--- config.mk ---
export PLATFORM = sky130hd
export DESIGN_NAME = rtcs_top
export DESIGN_NICKNAME = d
export VERILOG_FILES = /design/src/core/rtcs_pkg.sv /design/src/core/rtcs_slot_mem.sv /design/src/core/rtcs_match.sv /design/src/core/rtcs_top.sv
export SDC_FILE = /design/constraint.sdc
export NUM_CORES = 1
export LEC_CHECK = 0
export ABC_AREA = 1
export BUFFER_PORTS_ARGS = -buffer_cell sky130_fd_sc_hd__buf_2
export CORE_UTILIZATION = 28
export DETAILED_ROUTE_END_ITERATION = 8
export PLACE_DENSITY = 0.48
export RECOVER_POWER = 50
export SETUP_SLACK_MARGIN = 0.2
export SKIP_CTS_REPAIR_TIMING = 1
export SLEW_MARGIN = 40
export SYNTH_ARGS = -nofsm -noshare
export SYNTH_HDL_FRONTEND = slang
export SYNTH_SLANG_ARGS = --single-unit
--- constraint.sdc ---
create_clock -name clk -period 4.78 [get_ports clk]
set_clock_uncertainty 0.1 [all_clocks]
set_input_delay 0.239 -clock clk [delete_from_list [all_inputs] [get_ports clk]]
set_output_delay 0.239 -clock clk [all_outputs]
set_load 0.01 [all_outputs]
--- src/core/rtcs_pkg.sv ---
// rtcs_pkg: shared constants, types and date helpers of the rtc event scheduler
//
// Overview of operation
// - triggers falling inside a power loss are dropped, never issued later.
// - after power up only the next real clock crossing fires; no catch-up.
// - instants skipped by a forward edit or daylight step never fire.
// - stepping back past an instant lets it fire again on recrossing.
// - unacknowledged messages survive a power cycle; only an acknowledge clears them.
// - scheduler outputs and relays come up off at power up.
// - messages one and two are never logged; pending until acknowledged.
// - date/time word packs year, month, day, hour, minutes and seconds.
// - repeat qualifier runs once to yearly; nonexistent days are skipped.
package rtcs_pkg;

  // ==========================================================================
  // widths and timing
  localparam int DW         = 32;
  localparam int AW         = 8;
  localparam int NBE        = 4;
  localparam int NSLOT      = 4;
  localparam int IW         = 4;
  localparam int DIV_W      = 28;
  localparam int CLK_HZ     = 250_000_000;
  localparam int SECOND_S   = 1;
  localparam int SEC_CYCLES = CLK_HZ * SECOND_S;

  // ==========================================================================
  // date/time word
  typedef struct packed {
    logic [5:0] year;
    logic [3:0] month;
    logic [4:0] day;
    logic [4:0] hour;
    logic [5:0] minute;
    logic [5:0] second;
  } rtcs_dt_type;

  localparam logic [5:0] SEC_MAX   = 6'h3B;
  localparam logic [5:0] MIN_MAX   = 6'h3B;
  localparam logic [4:0] HOUR_MAX  = 5'h17;
  localparam logic [4:0] HOUR_MIN  = 5'h00;
  localparam logic [4:0] DAY_FIRST = 5'h01;
  localparam logic [3:0] MON_FIRST = 4'h1;
  localparam logic [3:0] MON_MAX   = 4'hC;
  localparam logic [3:0] MON_FEB   = 4'h2;
  localparam logic [3:0] MON_APR   = 4'h4;
  localparam logic [3:0] MON_JUN   = 4'h6;
  localparam logic [3:0] MON_SEP   = 4'h9;
  localparam logic [3:0] MON_NOV   = 4'hB;
  localparam logic [4:0] DAYS_31   = 5'h1F;
  localparam logic [4:0] DAYS_30   = 5'h1E;
  localparam logic [4:0] DAYS_29   = 5'h1D;
  localparam logic [4:0] DAYS_28   = 5'h1C;

  // ==========================================================================
  // modes and states
  typedef enum logic [2:0] {
    Q_ONCE = 3'b000, Q_SECOND = 3'b001, Q_MINUTE = 3'b010, Q_HOURLY = 3'b011,
    Q_DAILY = 3'b100, Q_MONTHLY = 3'b101, Q_YEARLY = 3'b110
  } rtcs_qual_type;

  typedef enum logic [1:0] {
    RD_IDLE = 2'b00, RD_LOAD = 2'b01, RD_DONE = 2'b10
  } rtcs_rd_type;

  typedef struct packed {
    logic [3:0] on;
    logic [3:0] off;
  } rtcs_act_type;

  // ==========================================================================
  // register map
  localparam logic [7:0] REG_NOW     = 8'h00;
  localparam logic [7:0] REG_DST     = 8'h04;
  localparam logic [7:0] REG_MSG     = 8'h08;
  localparam logic [7:0] REG_ISTAT   = 8'h0C;
  localparam logic [7:0] REG_IMASK   = 8'h10;
  localparam logic [7:0] REG_OUTS    = 8'h14;
  localparam logic [1:0] SLOT_REGION = 2'h1;
  localparam logic [1:0] FLD_SEL     = 2'h0;
  localparam logic [1:0] FLD_QUAL    = 2'h1;
  localparam logic [1:0] FLD_START   = 2'h2;
  localparam int DST_FWD  = 0;
  localparam int DST_BACK = 1;
  localparam int SLOT_MSG1 = 2;
  localparam int OUT_DO1  = 0;
  localparam int OUT_RLY1 = 2;
  localparam logic [7:0] ACT_NONE       = 8'h00;
  localparam logic [7:0] ACT_PLAIN_LAST = 8'h08;
  localparam logic [7:0] ACT_DO1_FIRST  = 8'h0C;
  localparam logic [7:0] ACT_RLY1_FIRST = 8'h12;
  localparam logic [7:0] ACT_LAST       = 8'h17;

  // ==========================================================================
  // helpers
  function automatic logic [4:0] days_in_month(input logic [3:0] m, input logic [5:0] y);
    if (m == MON_FEB) begin
      return (y[1:0] == 2'h0) ? DAYS_29 : DAYS_28;
    end
    if (m == MON_APR || m == MON_JUN || m == MON_SEP || m == MON_NOV) begin
      return DAYS_30;
    end
    return DAYS_31;
  endfunction

  // one second forward, carrying through month lengths
  function automatic rtcs_dt_type dt_inc(input rtcs_dt_type t);
    rtcs_dt_type n;
    n = t;
    n.second = (t.second == SEC_MAX) ? 6'h00 : t.second + 6'h01;
    if (t.second == SEC_MAX) begin
      n.minute = (t.minute == MIN_MAX) ? 6'h00 : t.minute + 6'h01;
      if (t.minute == MIN_MAX) begin
        n.hour = (t.hour == HOUR_MAX) ? HOUR_MIN : t.hour + 5'h01;
        if (t.hour == HOUR_MAX) begin
          n.day = (t.day >= days_in_month(t.month, t.year)) ? DAY_FIRST : t.day + 5'h01;
          if (t.day >= days_in_month(t.month, t.year)) begin
            n.month = (t.month == MON_MAX) ? MON_FIRST : t.month + 4'h1;
            n.year  = (t.month == MON_MAX) ? t.year + 6'h01 : t.year;
          end
        end
      end
    end
    return n;
  endfunction

  function automatic logic [DW-1:0] be_merge(input logic [DW-1:0] o, input logic [DW-1:0] w,
                                             input logic [NBE-1:0] be);
    logic [DW-1:0] r;
    r = o;
    for (int b = 0; b < NBE; b++) begin
      if (be[b]) begin
        r[b*8 +: 8] = w[b*8 +: 8];
      end
    end
    return r;
  endfunction

  function automatic logic [IW-1:0] slot_idx(input int s, input logic [1:0] f);
    return {2'(s), f};
  endfunction

  function automatic rtcs_act_type act_decode(input logic [7:0] code);
    rtcs_act_type a;
    logic [7:0]   k;
    a = '0;
    k = code - 8'h01;
    if (code != ACT_NONE && code <= ACT_PLAIN_LAST) begin
      a.on[k[2:1]]  = ~k[0];
      a.off[k[2:1]] = k[0];
    end else if (code >= ACT_DO1_FIRST && code < ACT_RLY1_FIRST) begin
      a.on[OUT_DO1]  = ~code[0];
      a.off[OUT_DO1] = code[0];
    end else if (code >= ACT_RLY1_FIRST && code <= ACT_LAST) begin
      a.on[OUT_RLY1]  = ~code[0];
      a.off[OUT_RLY1] = code[0];
    end
    return a;
  endfunction

endpackage

--- src/core/rtcs_slot_mem.sv ---
// rtcs_slot_mem: register file holding the scheduler slot words
`timescale 1ns/10ps
module rtcs_slot_mem #(
  parameter int DEPTH = 16
) (
  // clock
  input  wire logic                                   clk,
  // write port
  input  wire logic                                   wr_en,
  input  wire logic [rtcs_pkg::IW-1:0]                wr_idx,
  input  wire logic [rtcs_pkg::DW-1:0]                wr_data,
  input  wire logic [rtcs_pkg::NBE-1:0]               wr_be,
  // read port
  input  wire logic [rtcs_pkg::IW-1:0]                rd_idx,
  output logic      [rtcs_pkg::DW-1:0]                rd_data,
  // all words for the comparators
  output logic      [DEPTH-1:0][rtcs_pkg::DW-1:0]     words
);
  import rtcs_pkg::*;

  typedef struct packed {
    logic [DEPTH-1:0][DW-1:0] mem;
    logic [DW-1:0]            rd;
  } rtcs_mem_type;

  rtcs_mem_type st;
  rtcs_mem_type next_st;

  // no reset: contents model the retained parameter store
  always_comb begin
    next_st = st;
    next_st.rd = st.mem[rd_idx];
    if (wr_en) begin
      next_st.mem[wr_idx] = be_merge(st.mem[wr_idx], wr_data, wr_be);
    end
  end

  always_ff @(posedge clk) begin
    st <= next_st;
  end

  assign rd_data = st.rd;
  assign words   = st.mem;

endmodule

--- src/core/rtcs_match.sv ---
// rtcs_match: crossing test of one slot against the next clock value
`timescale 1ns/10ps
module rtcs_match (
  // slot and time
  input  wire logic [rtcs_pkg::DW-1:0] now_word,
  input  wire logic [rtcs_pkg::DW-1:0] start_word,
  input  wire logic [2:0]              qual,
  // result
  output logic                         hit
);
  import rtcs_pkg::*;

  rtcs_dt_type n;
  rtcs_dt_type s;

  assign n = rtcs_dt_type'(now_word);
  assign s = rtcs_dt_type'(start_word);

  // fields above the repeat unit are free; a missing day never matches
  always_comb begin
    hit = 1'b0;
    if (now_word >= start_word) begin
      case (rtcs_qual_type'(qual))
        Q_ONCE:    hit = (now_word == start_word);
        Q_SECOND:  hit = 1'b1;
        Q_MINUTE:  hit = (n.second == s.second);
        Q_HOURLY:  hit = ({n.minute, n.second} == {s.minute, s.second});
        Q_DAILY:   hit = ({n.hour, n.minute, n.second} == {s.hour, s.minute, s.second});
        Q_MONTHLY: hit = ({n.day, n.hour, n.minute, n.second}
                          == {s.day, s.hour, s.minute, s.second});
        Q_YEARLY:  hit = ({n.month, n.day, n.hour, n.minute, n.second}
                          == {s.month, s.day, s.hour, s.minute, s.second});
        default:   hit = 1'b0;
      endcase
    end
  end

endmodule

--- src/core/rtcs_top.sv ---
// rtcs_top: rtc event scheduler with avalon register access
//
// Chosen here: the register offsets and the Avalon-MM slave port.
`timescale 1ns/10ps
module rtcs_top #(
  parameter int SECOND_CYCLES = rtcs_pkg::SEC_CYCLES
) (
  // clock and reset
  input  wire logic                       clk,
  input  wire logic                       reset_n,
  // avalon-mm slave
  input  wire logic [rtcs_pkg::AW-1:0]    avs_address,
  input  wire logic                       avs_read,
  input  wire logic                       avs_write,
  input  wire logic [rtcs_pkg::DW-1:0]    avs_writedata,
  input  wire logic [rtcs_pkg::NBE-1:0]   avs_byteenable,
  output logic      [rtcs_pkg::DW-1:0]    avs_readdata,
  output logic                            avs_waitrequest,
  // retained state from the backup domain
  input  wire logic [rtcs_pkg::DW-1:0]    backup_datetime,
  input  wire logic [1:0]                 backup_msg_pending,
  // drive outputs
  output logic                            digital_out_1,
  output logic                            digital_out_2,
  output logic                            relay_out_1,
  output logic                            relay_out_2,
  // operator messages and log
  output logic [1:0]                      msg_active,
  output logic [1:0]                      action_log_pulse,
  output logic [rtcs_pkg::DW-1:0]         current_datetime_word,
  // interrupt
  output logic                            irq
);
  import rtcs_pkg::*;

  // ==========================================================================
  // state
  typedef struct packed {
    logic              restored;
    logic [DIV_W-1:0]  div;
    rtcs_dt_type       now;
    logic [NSLOT-1:0]  slot_ok;
    logic [1:0]        msg_pend;
    logic [3:0]        outs;
    logic [1:0]        act_log;
    logic [NSLOT-1:0]  istat;
    logic [NSLOT-1:0]  imask;
    rtcs_rd_type       rd_phase;
    logic [DW-1:0]     rdata;
  } rtcs_state_type;

  localparam logic [DIV_W-1:0] DIV_LAST = DIV_W'(SECOND_CYCLES - 1);

  rtcs_state_type st;
  rtcs_state_type next_st;

  // ==========================================================================
  // slot storage and comparators
  logic [DW-1:0]              mem_rd;
  logic [2**IW-1:0][DW-1:0]   words;
  logic                       slot_wr;
  logic [NSLOT-1:0]           hit;
  logic [NSLOT-1:0]           sel_nz;
  logic [NSLOT-1:0]           fire;
  rtcs_dt_type                nxt_now;
  logic                       tick;
  logic                       time_edit;
  logic                       rd_accept;
  logic                       in_slots;
  logic [1:0]                 slot_fld;

  assign in_slots = (avs_address[7:6] == SLOT_REGION);
  assign slot_fld = avs_address[3:2];
  assign slot_wr  = avs_write && in_slots && (slot_fld != 2'h3);

  rtcs_slot_mem #(
    .DEPTH (2**IW)
  ) u_mem (
    .clk     (clk),
    .wr_en   (slot_wr),
    .wr_idx  (avs_address[5:2]),
    .wr_data (avs_writedata),
    .wr_be   (avs_byteenable),
    .rd_idx  (avs_address[5:2]),
    .rd_data (mem_rd),
    .words   (words)
  );

  assign nxt_now = dt_inc(st.now);

  // every slot is tested against the value the clock is about to reach
  for (genvar i = 0; i < NSLOT; i++) begin : g_slot
    rtcs_match u_match (
      .now_word   (DW'(nxt_now)),
      .start_word (words[slot_idx(i, FLD_START)]),
      .qual       (words[slot_idx(i, FLD_QUAL)][2:0]),
      .hit        (hit[i])
    );
    assign sel_nz[i] = (words[slot_idx(i, FLD_SEL)][7:0] != ACT_NONE);
  end

  // ==========================================================================
  // second divider and crossing detection
  // no tick before restore, so nothing missed while off is replayed
  assign tick = st.restored && (st.div == DIV_LAST);

  // edits and daylight steps load time without a crossing
  assign time_edit = avs_write && (avs_address == REG_NOW || avs_address == REG_DST);

  // only a one-second advance is a crossing; after a step back it recurs
  assign fire = (tick && !time_edit) ? (hit & sel_nz & st.slot_ok) : '0;

  // ==========================================================================
  // bus handshake
  // reads wait two cycles: address to memory, then into the answer register
  assign avs_waitrequest = avs_read && (st.rd_phase != RD_DONE);
  assign rd_accept       = avs_read && (st.rd_phase == RD_DONE);

  // ==========================================================================
  // next state
  always_comb begin
    rtcs_act_type act;
    act = '0;
    next_st = st;
    next_st.act_log = '0;

    // catch the retained time and messages once, just after release
    if (!st.restored) begin
      next_st.restored = 1'b1;
      next_st.now      = rtcs_dt_type'(backup_datetime);
      next_st.msg_pend = backup_msg_pending;
      next_st.div      = '0;
    end else begin
      next_st.div = (st.div == DIV_LAST) ? '0 : st.div + 1'b1;
      if (tick) begin
        next_st.now = nxt_now;
      end
    end

    // read sequencing
    case (st.rd_phase)
      RD_IDLE: begin
        if (avs_read) begin
          next_st.rd_phase = RD_LOAD;
        end
      end
      RD_LOAD: begin
        next_st.rd_phase = RD_DONE;
        next_st.rdata    = '0;
        if (in_slots) begin
          next_st.rdata = (slot_fld == 2'h3) ? '0 : mem_rd;
        end else begin
          case (avs_address)
            REG_NOW:   next_st.rdata = DW'(st.now);
            REG_MSG:   next_st.rdata = DW'(st.msg_pend);
            REG_ISTAT: next_st.rdata = DW'(st.istat);
            REG_IMASK: next_st.rdata = DW'(st.imask);
            REG_OUTS:  next_st.rdata = DW'(st.outs);
            default:   next_st.rdata = '0;
          endcase
        end
      end
      RD_DONE: begin
        next_st.rd_phase = RD_IDLE;
      end
      default: begin
        next_st.rd_phase = RD_IDLE;
      end
    endcase

    // status cleared by the accepted read, before new events are merged
    if (rd_accept && avs_address == REG_ISTAT) begin
      next_st.istat = '0;
    end

    // register writes
    if (avs_write && st.restored) begin
      if (avs_address == REG_NOW) begin
        next_st.now = rtcs_dt_type'(be_merge(DW'(st.now), avs_writedata, avs_byteenable));
      end
      if (avs_address == REG_DST) begin
        // the step replaces this cycle's one-second advance; forward wins
        next_st.now = st.now;
        if (avs_writedata[DST_FWD]) begin
          if (st.now.hour != HOUR_MAX) begin
            next_st.now.hour = st.now.hour + 5'h01;
          end
        end else if (avs_writedata[DST_BACK] && st.now.hour != HOUR_MIN) begin
          next_st.now.hour = st.now.hour - 5'h01;
        end
      end
      if (avs_address == REG_MSG) begin
        next_st.msg_pend = st.msg_pend & ~avs_writedata[1:0];
      end
      if (avs_address == REG_IMASK) begin
        next_st.imask = avs_writedata[NSLOT-1:0];
      end
      if (slot_wr && slot_fld == FLD_SEL) begin
        next_st.slot_ok[avs_address[5:4]] = 1'b1;
      end
    end

    // actions switch outputs; later slot wins a conflict
    for (int a = 0; a < SLOT_MSG1; a++) begin
      act = act_decode(words[slot_idx(a, FLD_SEL)][7:0]);
      if (fire[a]) begin
        next_st.outs = (next_st.outs & ~act.off) | act.on;
      end
    end
    next_st.act_log = fire[SLOT_MSG1-1:0];

    // messages latch until acknowledged and bypass the log; set beats ack
    next_st.msg_pend = next_st.msg_pend | fire[NSLOT-1:SLOT_MSG1];

    // event status, set wins over read clear
    next_st.istat = next_st.istat | fire;
  end

  // outputs come up off regardless of the state before power loss
  always_ff @(posedge clk or negedge reset_n) begin
    if (!reset_n) begin
      st <= '{restored: 1'b0, div: '0, now: '0, slot_ok: '0, msg_pend: '0,
             outs: '0, act_log: '0, istat: '0, imask: '0, rd_phase: RD_IDLE,
             rdata: '0};
    end else begin
      st <= next_st;
    end
  end

  // ==========================================================================
  // outputs
  assign avs_readdata          = st.rdata;
  assign digital_out_1         = st.outs[0];
  assign digital_out_2         = st.outs[1];
  assign relay_out_1           = st.outs[2];
  assign relay_out_2           = st.outs[3];
  assign msg_active            = st.msg_pend;
  assign action_log_pulse      = st.act_log;
  assign current_datetime_word = DW'(st.now);
  assign irq                   = |(st.istat & st.imask);
endmodule

; ---- Word level (Yosys, flattened, before mapping)
; Index checks and enable logic that the tools add are counted.
[word_totals]
regBits = 659
inputBits = 82
out_inout_bits = 74
wordCells = 326
[classes]
addsub = 10
order_cmp = 23
eq_ne = 80
mux = 107
bitwise = 22
n_reduce_logical = 48
[ops]
columns = operator, count
row1 = bitwise mux 512 bit, 1
row2 = 2-to-1 mux 32 bit, 7
row3 = case mux 32 bit (5 select lines), 1
row4 = binary-select mux 32 bit (select 4 bit), 1
row5 = demux 32 bit (select 4 bit), 1
row6 = == test 32 bit, 4
row7 = greater-or-equal comparator 32 bit, 4
row8 = == test 26 bit, 4
row9 = 2-to-1 mux 8 bit, 12
row10 = == test 22 bit, 4
row11 = == test 17 bit, 4
row12 = 2-to-1 mux 5 bit, 12
row13 = 2-to-1 mux 60 bit, 1
row14 = == test 12 bit, 4
row15 = 2-to-1 mux 1 bit, 45
row16 = 2-to-1 mux 38 bit, 1
row17 = bitwise AND 4 bit, 9
row18 = "== test 3 bit, second input constant", 12
row19 = nonzero test 8 bit, 4
row20 = "adder 28 x 1 -> 28 bit, second input constant", 1
row21 = "== test 28 bit, second input constant", 1
row22 = 2-to-1 mux 28 bit, 1
row23 = case mux 1 bit (7 select lines), 4
row24 = 2-to-1 mux 26 bit, 1
row25 = other kinds (56), 151

; ---- Logic depth before layout (Yosys ltp)
; Gate-level depths: netlist of the first run.
[depth]
word_depth = 29
ltp_mapped = 32
mapped_depth_nobuf = 32

; ---- Modules after synthesis
; Synthesis of the first run repeated with hierarchy kept, for this count alone.
[unflattened]
hier_cells = 4980
hier_area_um2 = 39690.6
[by_module_without_submodules]
columns = mod, n_inst, cells_each, area_each_um2, seq_area_each_um2
row1 = rtcs_slot_mem, 1, 3100, 27222.4, 16015.4
row2 = rtcs_top, 1, 1184, 8319.2, 2877.8
row3 = rtcs_match, 4, 174, 1037.2, 0.0

; ---- Least setup slack after synthesis of the first run
; Ideal clock, no wire load.
[synth_path]
path_type = input to register
from = input avs_address[4] in the netlist's numbering
to = register u_mem.st, in the netlist u_mem.words[64], enable pin
setup_ns = 0.502
arrival_ns = 3.811
required_time_ns = 4.178
slack_ns = 0.368
stages = 4
n_path_buf = 1
cell_sequence = nor2_4 > inv_2 > clkbuf_1 > nor4_1
[synth_lines]
columns = element, line_no
row1 = from (decl), rtcs_top.sv:12  ; input wire logic [rtcs_pkg::AW-1:0] avs_address,
row2 = to (signal assigned), rtcs_slot_mem.sv:39  ; st <= next_st;
row3 = to (decl), rtcs_slot_mem.sv:26  ; rtcs_mem_type st;

; ---- Worst setup path after layout of the first run
[layout_path]
from = input avs_address[2] in the netlist's numbering
to = register u_mem.st, in the netlist u_mem.words[208], enable pin
[layout_between]
elab_chain_cells = 2
[layout_lines]
columns = element, line_no
row1 = != test 2 bit, rtcs_top.sv:74  ; assign slot_wr = avs_write && in_slots && (slot_fld != 2'h3);
row2 = logical AND 1 bit, rtcs_top.sv:74
; No other way between the ends.
; A chain may end at the register's enable or synchronous reset.

==> results of run 1 <==
[worst reg2reg max path, stage by stage, from the launching register on]
cell and delay [ns]:
sky130_fd_sc_hd__dfrtp_1 0.40, sky130_fd_sc_hd__ha_1 0.21, sky130_fd_sc_hd__nand2_1 0.06, sky130_fd_sc_hd__inv_1 0.06
sky130_fd_sc_hd__nand2_1 0.11, sky130_fd_sc_hd__nor2_1 0.23, sky130_fd_sc_hd__buf_4 0.24, sky130_fd_sc_hd__nand2_1 0.13
sky130_fd_sc_hd__o21ai_0 0.69, sky130_fd_sc_hd__ha_1 0.22, sky130_fd_sc_hd__nand2_1 0.07, sky130_fd_sc_hd__nor2_1 0.39
sky130_fd_sc_hd__nand2_1 0.21, sky130_fd_sc_hd__nor2_1 0.15, sky130_fd_sc_hd__nand2_1 0.08, sky130_fd_sc_hd__nand2_1 0.07
sky130_fd_sc_hd__nand2_1 0.05, sky130_fd_sc_hd__nand2_1 0.12, sky130_fd_sc_hd__nand2_2 0.13, sky130_fd_sc_hd__nor2_4 0.21
sky130_fd_sc_hd__o21ai_0 0.14, sky130_fd_sc_hd__nand2_1 0.08, sky130_fd_sc_hd__nand2_1 0.04
[worst paths after layout]
check	start	slack (ns)	cells after the start	endpoint
setup / recovery	avs_address[2]	0.20	6	u_mem.words[208]
hold / removal	avs_writedata[27]	-0.05	3	current_datetime_word[27]
setup reg to reg	current_datetime_word[1]	0.49	22	digital_out_1
hold reg to reg	st[32]	0.33	1	st[32]
max in group asynchronous	reset_n	1.57	3	st[94]
min in group asynchronous	reset_n	0.10	2	avs_readdata[16]
[cell families after synthesis]
logic type / Yosys count / synth area share
AND/OR/NAND/NOR: 894 / 0.123
XOR/XNOR: 17 / 0.00465
buffers and inverters: 505 / 0.0706
other: 2 / 0.000235
AO/OA/AOI/OAI: 755 / 0.146
adder cells (fa/ha/maj): 167 / 0.0653
flip-flops: 659 / 0.590
[layout make-up]
type	count	area [um2]
sequential	659	18900
timing repair buffer	281	1730
multi-input combinational	1964	11500
fill	11600	75300
antenna	1	2.50
clock buffer	106	2120
tap	1500	1880
clock inverter	33	343
inverter	335	1260
[per-stage QoR]
stage	setup slack [ns]	power, mW	hold WS [ns]	cell area (um2)	instances
detailed placement	0.0497	8.19	0.258	35000	4692
CTS	0.0175	14.0	-0.425	37500	4831
global route	0.137	14.4	0.000209	37700	4878
finish	0.199	13.9	-0.0528	37700	4879
floorplan	0.368	7.58	-0.157	32500	3126
global placement	0.0897	8.17	0.262	34900	4690
[power groups by stage]
stage	Clock (mW)	Sequential, mW	Combinational, mW
floorplan	0	6.67	0.905
global placement	0	6.70	1.47
detailed placement	0	6.71	1.48
CTS	5.92	6.59	1.49
global route	6.12	6.61	1.65
finish	5.80	6.59	1.50
[metal layers]
| layer | GRT usage | share of wire | vias to the layer above |
|---|---|---|---|
| met5 | 0 | 0.00014 | - |
| met4 | 0.0679 | 0.034 | 4 |
| met3 | 0.0327 | 0.069 | 178 |
| met2 | 0.314 | 0.46 | 922 |
| met1 | 0.268 | 0.44 | 12100 |
| li1 | - | - | 11200 |
[cell usage in the layout, fill, tap and decap left out, types with 11 or more instances in the layout]
cell,count
sky130_fd_sc_hd__dlygate4sd3_1,39
sky130_fd_sc_hd__o21ai_2,11
sky130_fd_sc_hd__or3_1,30
sky130_fd_sc_hd__a21oi_1,239
sky130_fd_sc_hd__a22oi_1,283
sky130_fd_sc_hd__or2_0,28
sky130_fd_sc_hd__clkbuf_16,78
sky130_fd_sc_hd__nand2_1,431
sky130_fd_sc_hd__inv_1,321
sky130_fd_sc_hd__clkbuf_1,103
sky130_fd_sc_hd__nand4_1,35
sky130_fd_sc_hd__conb_1,129
sky130_fd_sc_hd__buf_2,94
sky130_fd_sc_hd__nor3_1,41
sky130_fd_sc_hd__o211ai_1,11
sky130_fd_sc_hd__ha_1,167
sky130_fd_sc_hd__dfrtp_1,115
sky130_fd_sc_hd__buf_4,52
sky130_fd_sc_hd__dfxtp_1,32
sky130_fd_sc_hd__edfxtp_1,512
sky130_fd_sc_hd__nor4_1,14
sky130_fd_sc_hd__o21ai_0,142
sky130_fd_sc_hd__nor2_1,180
sky130_fd_sc_hd__nand3_1,96
[state kept, by name (all words and copies together) (netlist names)]
name	cells
action_log_pulse	2
avs_readdata	32
current_datetime_word	32
digital_out_1	1
digital_out_2	1
msg_active	2
relay_out_1	1
relay_out_2	1
st	43
u_mem.rd_data	32
u_mem.words	512
==> summary.md, run 1 <==
The count of nets left with antenna violations after detail routing is 0. The internal portion of the total power is 10.3 mW. Global routing finished with a remaining overflow of 0. The die area is 116000 um2, and the maximum number of pins on one net before global-route repair is 125. The flow ran to the end, but the final reports show violations.

In the final routed layout, each cell accounts on average for 23.8 um. Detailed placement finished with a half-perimeter wire length of 81400 um. Synthesis inferred 659 register bits. The tools report the switching power as 3.60 mW.

The logs give 24.4k for the number of vias after detailed routing and 4.95 ns for the required time at the endpoint of the critical path. The cell area that synthesis handed to floorplanning was 32000 um2. The die is 340 um wide.

Among cell families on the critical path, the largest total delay comes from buffers and inverters. The slowest cell on the critical path is sky130_fd_sc_hd__clkbuf_2. The H-tree was split into 3 levels. STA classifies the critical path startpoint as an input port. TritonCTS built the clock tree. The share of the core filled with cells in the final layout came out at 0.334.

The tools report the worst hold slack as -0.0528 ns. The tree is rooted in a sky130_fd_sc_hd__clkbuf_16. For the number of core rows, the log shows 123.

The largest single stage delay on the critical path is 2.38 ns. For the initial core utilization, the log shows 0.283. The sum of buffers and inverters on the critical path is 4, and the switching part of the total is 0.259. At the later pin of the worst-skew pair, clock insertion delay measures 0.65 ns.

In the synthesized netlist, the cells that appear most often are sky130_fd_sc_hd__edfxtp_1, sky130_fd_sc_hd__nand2_1, sky130_fd_sc_hd__inv_1. Setup repair after global routing left no endpoint under its margin. The portion of total power attributed to sequential cells came out at 0.474. IR analysis of the VDD net gives a maximum drop of 0.000237 V. The post-synthesis cell type with the largest combined area was sky130_fd_sc_hd__edfxtp_1. Port buffering added 155 buffers. The share of the synthesized area in the top cell type was 0.480; the data arrival time of the critical path was 4.75 ns. Layout cell share with drive strength beyond 1: 0.0980. The logs give 116000 um for the post-detailed-routing wire length and 75 for the total clock buffers created by CTS. The run gives 5 as the number of antenna violations at the first check in global routing.

Path category of the worst min-delay check: in2reg. The logs give 10 for the total count of hold-check failures in the final report and 14.9 nW for the leakage dissipation. The worst path needs 4.58 ns of the cycle, external delays included. The clock passes through at most 3 buffers. The tools report the post-route setup TNS as 0 ns.

Leading register cell type out of synthesis: sky130_fd_sc_hd__edfxtp_1. Max-cap violations in this run came to 4. Traced cell by cell, the critical path runs through clkbuf_1 > nor2_4 > clkbuf_2 > inv_2 > nor3_4 > buf_6. The run gives 3565 as the net count reported at finish. The checks that failed: hold timing, capacitance limit, slew limit. Setup violations remaining at the end of the flow were counted as 0. The y dimension of the die works out to 340 um. After synthesis, the netlist uses 54 different library cells.

The worst setup path is of the in2reg kind. For the number of top-level design ports, the log shows 156. Routability-driven placement finished with a final weighted congestion of 0.976.

The area of the placeable core was 113000 um2; the number of iterations in the first detailed-routing pass was 5. The area growth from synthesis to layout is 17.8%. Clock slew seen by the registers of the worst setup and hold paths: 0.06 ns. Sorting the synthesized cells by area gives the leading types as sky130_fd_sc_hd__edfxtp_1, sky130_fd_sc_hd__dfrtp_1, sky130_fd_sc_hd__a22oi_1, sky130_fd_sc_hd__ha_1, sky130_fd_sc_hd__nand2_1. The most common cell in the netlist was sky130_fd_sc_hd__edfxtp_1. The sink count of the clock tree is 659. The first global-routing pass estimated 166000 um of wire. Ratio of total power to cell area: 369 nW/um2. The fraction of registers with async set or reset after synthesis is 0.175, and the combinational cell fraction of total power is 0.108. The detailed-route vias per instance was 5.00. The transition at the pin with the smallest max-transition slack was 3.48 ns. The clock power share is 0.418, and the number of DRC violations after detailed routing is 0. After synthesis, the mean cell area works out to 10.7 um2. The sequential cell area fraction in the yosys report was 0.590. The tools report the worst relative slew slack as -1.32.

Max-slew violation total from the final report: 219. The number of global-route vias before repair is 23.4k, and the global router's overall resource usage is 0.196. The number of synthesized flops with an enable pin was 512. The total of warnings raised by yosys was 0. Peak clock frequency supported by timing: 0.218 GHz. STA classifies the critical path endpoint as a flip-flop.

For this block, the initial DRC count from the detailed router was 2515. The period utilization came out at 0.958. In this run the worst path has a maximum fanout of 124. The synthesized instance count was 2999.
(Power assumes the default switching activity.)
==> run 2, diff against run 1 <==
--- a/config.mk
+++ b/config.mk
@@ -9,6 +9,7 @@
 export BUFFER_PORTS_ARGS = -buffer_cell sky130_fd_sc_hd__buf_2
 export CORE_UTILIZATION = 28
 export DETAILED_ROUTE_END_ITERATION = 8
+export HOLD_SLACK_MARGIN = 0.06
 export PLACE_DENSITY = 0.48
 export RECOVER_POWER = 50
 export SETUP_SLACK_MARGIN = 0.2
==> run 2 against run 1 <==
  * The run still ends with hold timing, capacitance limit, slew limit left
  * Total power rose by 0.14%
  * First-iteration DRC count shrank 4.9%
  * Sequential share of layout area is 0.12 points lower
  * Non-clock buffer count increased by 9
  * Combinational power barely moved
  * Via count is 0.28% lower
  * Wire length up 0.15%
  * Die area did not move
  * Cell count up 0.16%
  * Sequential power about the same
  * Cell area increased by 0.23%
  * Largest cell class unchanged
  * Largest power group unchanged
==> summary.md, run 2 (synthesis gave the netlist of run 1 again) <==
The run gives 0.196 as the global router's overall resource usage. The initial core utilization is 0.283, and the largest voltage drop on the vdd net is 0.000238 V. The period utilization was 0.957; the leakage dissipation was 15.0 nW. For the pin with the worst max-slew slack, the measured transition is 3.43 ns. For this block, the via count after detailed routing is 24.3k. The number of global-route vias before repair is 23.4k, and the largest stage delay on the critical path is 2.35 ns. Counting the fill cells in the layout gives 11.6k. Summed over all failing endpoints, the final setup total negative slack is 0 ns. Power comes to 13.9 mW. The number of top-level design ports was 156. Slowest cell on the critical path: sky130_fd_sc_hd__clkbuf_2. The run gives 0.976 as the final estimated routing congestion in global placement. Clock tree synthesis inserted a total of 75 buffers. The total count of hold-check failures in the final report came out at 3. The register with the most flip-flops in the layout has 512 of them. In the routed design, unresolved DRC markers number 0.

The routed design has 116000 um of wire. In the routed layout, each cell is associated on average with a via count of 4.98. The HPWL after detailed placement is 81400 um.

The flow ran to the end, but the final reports show violations. Setup repair after global routing left no endpoint under its margin. The combined flip-flop and latch cell area is 18900 um2. The number of iterations in the first detailed-routing pass came out at 5.

TritonCTS built the clock tree. Timing would allow up to 0.219 GHz. The layout cell share with drive strength beyond 1 was 0.0977; the clock latency of the later-clocked register in the worst-skew pair was 0.65 ns. Data arrives at the worst endpoint at 4.74 ns.

Number of core rows: 123. DRC violation total after the first TritonRoute iteration: 2392. Sort of element at the start of the critical path: an input port.

The tools report the CTS root buffer as sky130_fd_sc_hd__clkbuf_16. In this run the horizontal extent of the chip is 340 um. The area of the placeable core was 113000 um2; the clock slew seen by the registers of the worst setup and hold paths was 0.06 ns. The most frequent standard cell in the layout excluding fill and tap cells was sky130_fd_sc_hd__edfxtp_1. Input and output buffers added on the ports amount to 155. From bottom edge to top edge, the die measures 340 um. The number of max-capacitance violations reported is 4, and the maximum number of pins on one net before global-route repair is 125. The required time at the endpoint of the critical path was 4.95 ns. 0 antenna diodes ended up in the layout. Leaving out fill and tap cells, the most frequent cells in the layout are sky130_fd_sc_hd__edfxtp_1, sky130_fd_sc_hd__nand2_1, sky130_fd_sc_hd__inv_1. The logs give 5 for the number of antenna violations at the first check in global routing and 0 for the final number of setup-violating endpoints. Shortest clock period the worst path allows after layout: 4.57 ns. The final reports fail on hold timing, capacitance limit, slew limit. The signal on the critical path passes through clkbuf_1 > nor2_4 > clkbuf_2 > inv_2 > nor3_4 > buf_6. The critical path contains buffers and inverters numbering 4 combined. Multi-input combinational cell area: 11500 um2.

The worst relative slew slack was -1.28. The detailed-route wire length per cell was 23.8 um; the first-pass GRT wire length was 166000 um. No sink is reached through more buffers than the 3 on the longest clock path. The classification of the worst setup path is in2reg. Dividing total power by cell area gives a power density of 369 nW/um2. The sink count of the clock tree is 659, and the area growth from synthesis to layout is 18.0%. The largest fanout on the critical path works out to 124. STA classifies the critical path endpoint as a flip-flop. The worst hold slack was -0.0270 ns.

The floorplan step defined a die boundary enclosing 116000 um2. The logs give 219 for the max-slew violation total from the final report and 0 for the count of nets left with antenna violations after detail routing. The kind of cell adding the most delay to the critical path is buffers and inverters.

The H-tree depth was 3. After global routing the overflow that remains totals 0. The net count reported at finish is 3574.

The min-delay analysis places its worst path in the category in2reg.
## run 2: changes by cell type in the layout (fill, tap and decap cells not counted), sizes merged
cell         previous run  this run
dlygate4sd3            39        48
diode                   1         0
## run 2: through the flow
stage          area, um2  hold WS (ns)  utilization  cells  worst slack (ns)
3_3_place_gp       34900         0.262        0.309   4690            0.0897
6_report           37800       -0.0270        0.334   4887             0.206
3_5_place_dp       35000         0.258        0.310   4692            0.0497
4_1_cts            37500        -0.425        0.332   4831            0.0175
2_1_floorplan      32500        -0.157            -   3126             0.368
5_1_grt            37800        0.0658        0.334   4887             0.137
## run 2: final timing paths
| kind | startpoint | to | slack, ns | depth (start not counted) |
|---|---|---|---|---|
| worst min register to register | st[32] | st[32] | 0.33 | 1 |
| worst max register to register | current_datetime_word[1] | digital_out_1 | 0.47 | 22 |
| min in group asynchronous | reset_n | avs_readdata[16] | 0.09 | 2 |
| worst min-delay path | backup_datetime[11] | current_datetime_word[11] | -0.03 | 5 |
| worst max-delay path | avs_address[2] | u_mem.words[208] | 0.21 | 6 |
| max in group asynchronous | reset_n | st[94] | 1.59 | 3 |
## run 2: layer usage
metal  vias up  GRT usage  part of all wire
li1      11200          -                 -
met1     12000      0.268              0.44
met2       915      0.314              0.46
met3       173     0.0327             0.071
met4         4     0.0679             0.034
met5         -          0           0.00014
## run 2: final cells by class
class,instances,area share
tap,1500,0.0497
multi-input combinational,1964,0.304
inverter,335,0.0335
sequential,659,0.500
timing repair buffer,290,0.0481
clock buffer,106,0.0560
clock inverter,33,0.00907
## run 2: report_power, final
group	internal (mW)	switching, mW
clock	3.38	2.43
combinational	0.448	1.06
sequential	6.48	0.113
## run 2: worst min-delay path, stage by stage
cell                      delay [ns]
sky130_fd_sc_hd__buf_2          0.09
sky130_fd_sc_hd__o21ai_0        0.08
sky130_fd_sc_hd__o21ai_0        0.15
sky130_fd_sc_hd__o21ai_0        0.07
sky130_fd_sc_hd__inv_1          0.04
==> run 3, diff against run 2 <==
--- a/config.mk
+++ b/config.mk
@@ -10,11 +10,13 @@
 export CORE_UTILIZATION = 28
 export DETAILED_ROUTE_END_ITERATION = 8
 export HOLD_SLACK_MARGIN = 0.06
-export PLACE_DENSITY = 0.48
+export PLACE_DENSITY = 0.47
 export RECOVER_POWER = 50
 export SETUP_SLACK_MARGIN = 0.2
 export SKIP_CTS_REPAIR_TIMING = 1
 export SLEW_MARGIN = 40
 export SYNTH_ARGS = -nofsm -noshare
 export SYNTH_HDL_FRONTEND = slang
+export SYNTH_HIERARCHICAL = 1
 export SYNTH_SLANG_ARGS = --single-unit
+export TNS_END_PERCENT = 100
==> run 3 against run 2 <==
  * The run still ends with hold timing, capacitance limit, slew limit left
  * Sequential share of layout area decreased by 8.5 points
  * Highest routed layer is now met4
  * Non-clock buffer count increased by 70
  * Hold slack improved by 0.026 ns
  * Largest power group unchanged
  * Utilization decreased by 0.96 points
  * Critical endpoint is now u_mem/rd_data[20]
  * Critical path depth increased by 1
  * Clock power increased by 5.5%
==> summary.md, run 3 <==
The logs give 0.476 for the sequential cell area fraction in the yosys report and 156 for the number of top-level design ports. For the cell area after synthesis, the log shows 39700 um2. The signal on the critical path passes through dlygate4sd3_1 > clkbuf_1 > clkbuf_1 > inv_1 > clkbuf_1 > nand3_1 > nand2_1. The layout cell share with drive strength beyond 1 came out at 0.0886. The number of synthesized flops with an enable pin works out to 512. The cell count after synthesis came out at 4980.

The run gives 0.283 as the initial core utilization. The most frequent standard cell in the layout excluding fill and tap cells was sky130_fd_sc_hd__nand2_1. Static timing analysis puts the maximum clock frequency at 0.229 GHz. Internal power comes to 10.6 mW. The clock power share came out at 0.415. The placed cell count was 6836; the net count reported at finish was 5335. The cell sitting at the root of the clock tree is a sky130_fd_sc_hd__clkbuf_16.

The first global-routing pass estimated 220000 um of wire. The final reports fail on hold timing, capacitance limit, slew limit. The count of nets left with antenna violations once routing finished came out at 0. Yosys attributes the largest share of cell area to sky130_fd_sc_hd__edfxtp_1, sky130_fd_sc_hd__nand2_1, sky130_fd_sc_hd__dfrtp_1, sky130_fd_sc_hd__nand3_1, sky130_fd_sc_hd__inv_1. The run gives 659 as the sink count of the clock tree.

In this run the worst setup path begins at avs_address[5]. The run finished, with violations left. At the pin with the least slew margin, the transition time is 3.75 ns. The switching part of the total was 0.284.

Detailed-route wire length per cell: 21.9 um. The tools report the worst-case clock buffer depth as 3. The fraction of registers with async set or reset after synthesis is 0.175, and the worst hold slack is -0.000837 ns. The sum of net half-perimeters after detailed placement came out at 107000 um. In this run the critical register-to-register path is captured at current_datetime_word[2].

After the flow finishes, the layout carries non-filler instances totaling 7048. The largest individual stage delay along the critical path comes from the cell sky130_fd_sc_hd__clkbuf_1. The most used cell along the critical path is sky130_fd_sc_hd__clkbuf_1.

In the synthesized netlist, the cells that appear most often are sky130_fd_sc_hd__nand2_1, sky130_fd_sc_hd__inv_1, sky130_fd_sc_hd__edfxtp_1. Path category of the worst min-delay check: in2reg. The number of vias after detailed routing is 34.8k.

For the required time at the endpoint of the critical path, the log shows 5.25 ns. For this design the static power due to leakage is 19.9 nW. The number of different library cells used by synthesis comes to 55. The sort of element at the start of the critical path is an input port. After floorplanning, the core was sized to cover 140000 um2. The number of buffers added on ports was 155. The number of core rows came out at 137.

The largest voltage drop on the vdd net is 0.000264 V, and the final number of setup-violating endpoints is 0. For the final routed database, the setup TNS stands at 0 ns. Counting every net in the synthesized netlist gives 5209. In the layout the commonest cells are sky130_fd_sc_hd__nand2_1, sky130_fd_sc_hd__inv_1, sky130_fd_sc_hd__edfxtp_1. The tools report the die area as 143000 um2. The register-to-register setup slack was 0.41 ns; the number of flip-flops in the largest register was 512. The global router's overall resource usage is 0.211, and the portion of total power attributed to sequential cells is 0.445. Using the TritonRoute via totals, the vias-per-cell ratio works out to 4.94. For this design the ratio of total power to cell area is 325 nW/um2. CTS built an H-tree with a depth of 3. The Yosys step of the flow raised 6 warnings.

The tools report the origin of the critical flop-to-flop path as st[114]. In the synthesized netlist the dominant register cell turns out to be sky130_fd_sc_hd__edfxtp_1. Clock latency on the worst-skew pair, taken at its later pin, is 0.68 ns. The die is 379 um wide. The y dimension of the die is 379 um, and the maximum number of pins on one net before global-route repair is 175. The most common cell in the netlist is sky130_fd_sc_hd__nand2_1. Hold path startpoint: backup_datetime[31]. The largest fanout on the critical path was 18.

The total clock buffers created by CTS was 78. Max-cap violations in this run came to 12. For the number of iterations in the first detailed-routing pass, the log shows 6.

Global routing finished with a remaining overflow of 0. The cell count of the worst reg-to-reg path was 8. Data arrives at the worst endpoint at 4.85 ns. The synthesized design contains 659 register bits. Summed over all nets, the switching power comes to 4.20 mW. For this run, the slowest stage of the critical path takes 1.41 ns. The share of the synthesized area in the top cell type was 0.387; the combinational cell fraction of total power was 0.140. TritonCTS built the clock tree.

The kind of end point of the critical path is a flip-flop. For the max-slew violation total from the final report, the log shows 301. Classification of the worst setup path: in2reg. The clock slew seen by the registers of the worst setup and hold paths came out at 0.06 ns. Setup repair after global routing left no endpoint under its margin. Dividing the synthesized area by the synthesized cell count gives 7.97 um2. The run gives 31.9k as the number of global-route vias before repair. The total count of hold-check failures in the final report is 1, and the worst relative slew slack is -1.50.

The clock period could shrink to 4.38 ns. After detailed routing, the number of remaining DRC violations is 0. The biggest area contributor in the post-synthesis netlist is sky130_fd_sc_hd__edfxtp_1. For the final estimated routing congestion in global placement, the log shows 0.921. In this run, the number of DRC markers left after iteration 0 of detailed routing was 3702.

The area growth from synthesis to layout is 14.6%. The final layout contains routed wiring with a total length of 155000 um. The period utilization came out at 0.915.

Following the worst setup path forward leads to its endpoint at u_mem/rd_data[20]. The number of antenna violations at the first check in global routing came out at 6.
## run 3: changes by cell type after synthesis, moves of 33 or more
cell,before,now
sky130_fd_sc_hd__buf_2,40,110
sky130_fd_sc_hd__a31oi_1,4,37
sky130_fd_sc_hd__nor2_1,188,294
sky130_fd_sc_hd__o21ai_0,144,208
sky130_fd_sc_hd__nand3_1,96,473
sky130_fd_sc_hd__a22oi_1,283,11
sky130_fd_sc_hd__o211ai_1,11,135
sky130_fd_sc_hd__clkbuf_1,33,81
sky130_fd_sc_hd__inv_1,325,583
sky130_fd_sc_hd__nand2_1,435,1604
## run 3: area by class of cell
| type | count | area (um2) |
|---|---|---|
| tap | 1876 | 2350 |
| sequential | 659 | 18900 |
| fill | 14800 | 94500 |
| antenna | 1 | 2.50 |
| clock buffer | 99 | 2110 |
| clock inverter | 46 | 435 |
| timing repair buffer | 360 | 2440 |
| inverter | 600 | 2270 |
| multi-input combinational | 3407 | 17000 |
## run 3: logic make-up after synthesis
| logic type | Yosys count | share of synthesized area |
|---|---|---|
| muxes | 1 | 0.000252 |
| and+or+nand+nor | 2558 | 0.273 |
| buffers and inverters | 914 | 0.101 |
| xor gates and xnor gates | 22 | 0.00485 |
| adders and majority gates | 147 | 0.0463 |
| AOI/OAI and AO/OA | 678 | 0.0991 |
| other | 1 | 0.0000945 |
| DFF | 659 | 0.476 |
## run 3: worst min path at each step
stage | endpoint | slack, ns | depth (start not counted)
global route | current_datetime_word[31] | 0.06 | 7
finish | current_datetime_word[31] | -0.0008 | 7
CTS | current_datetime_word[2] | -0.50 | 1
global placement | avs_readdata[9] | 0.24 | 1
floorplan | action_log_pulse[0] | -0.16 | 0
detailed placement | avs_readdata[9] | 0.24 | 1
## run 3: per-stage QoR
step	hold slack [ns]	total power [mW]	utilization	setup WS (ns)	cell area, um2
2_1_floorplan	-0.157	8.03	-	0.658	39700
3_3_place_gp	0.236	8.74	0.303	0.0523	42500
3_5_place_dp	0.241	8.75	0.303	0.0916	42500
4_1_cts	-0.500	14.9	0.322	0.0591	45000
5_1_grt	0.0620	15.3	0.325	0.108	45500
6_report	-0.000837	14.8	0.325	0.404	45500
## run 3: per-layer routing
metal	up-vias	track usage	wire length [um]
met5	-	0	0
met4	0	0.0663	4240
met3	188	0.0206	9040
met2	1187	0.341	70800
met1	16800	0.295	70500
li1	16600	-	-
## run 3: power by group through the flow
stage	Sequential (mW)	Combinational (mW)	Clock [mW]
finish	6.58	2.07	6.13
global route	6.60	2.29	6.45
CTS	6.57	2.06	6.27
detailed placement	6.69	2.05	0
global placement	6.69	2.05	0
floorplan	6.63	1.40	0
## run 3: worst max-delay path, delay by kind of cell
kind,cells,cell delay (ns)
buffers and inverters,5,4.02
and+or+nand+nor,2,0.54
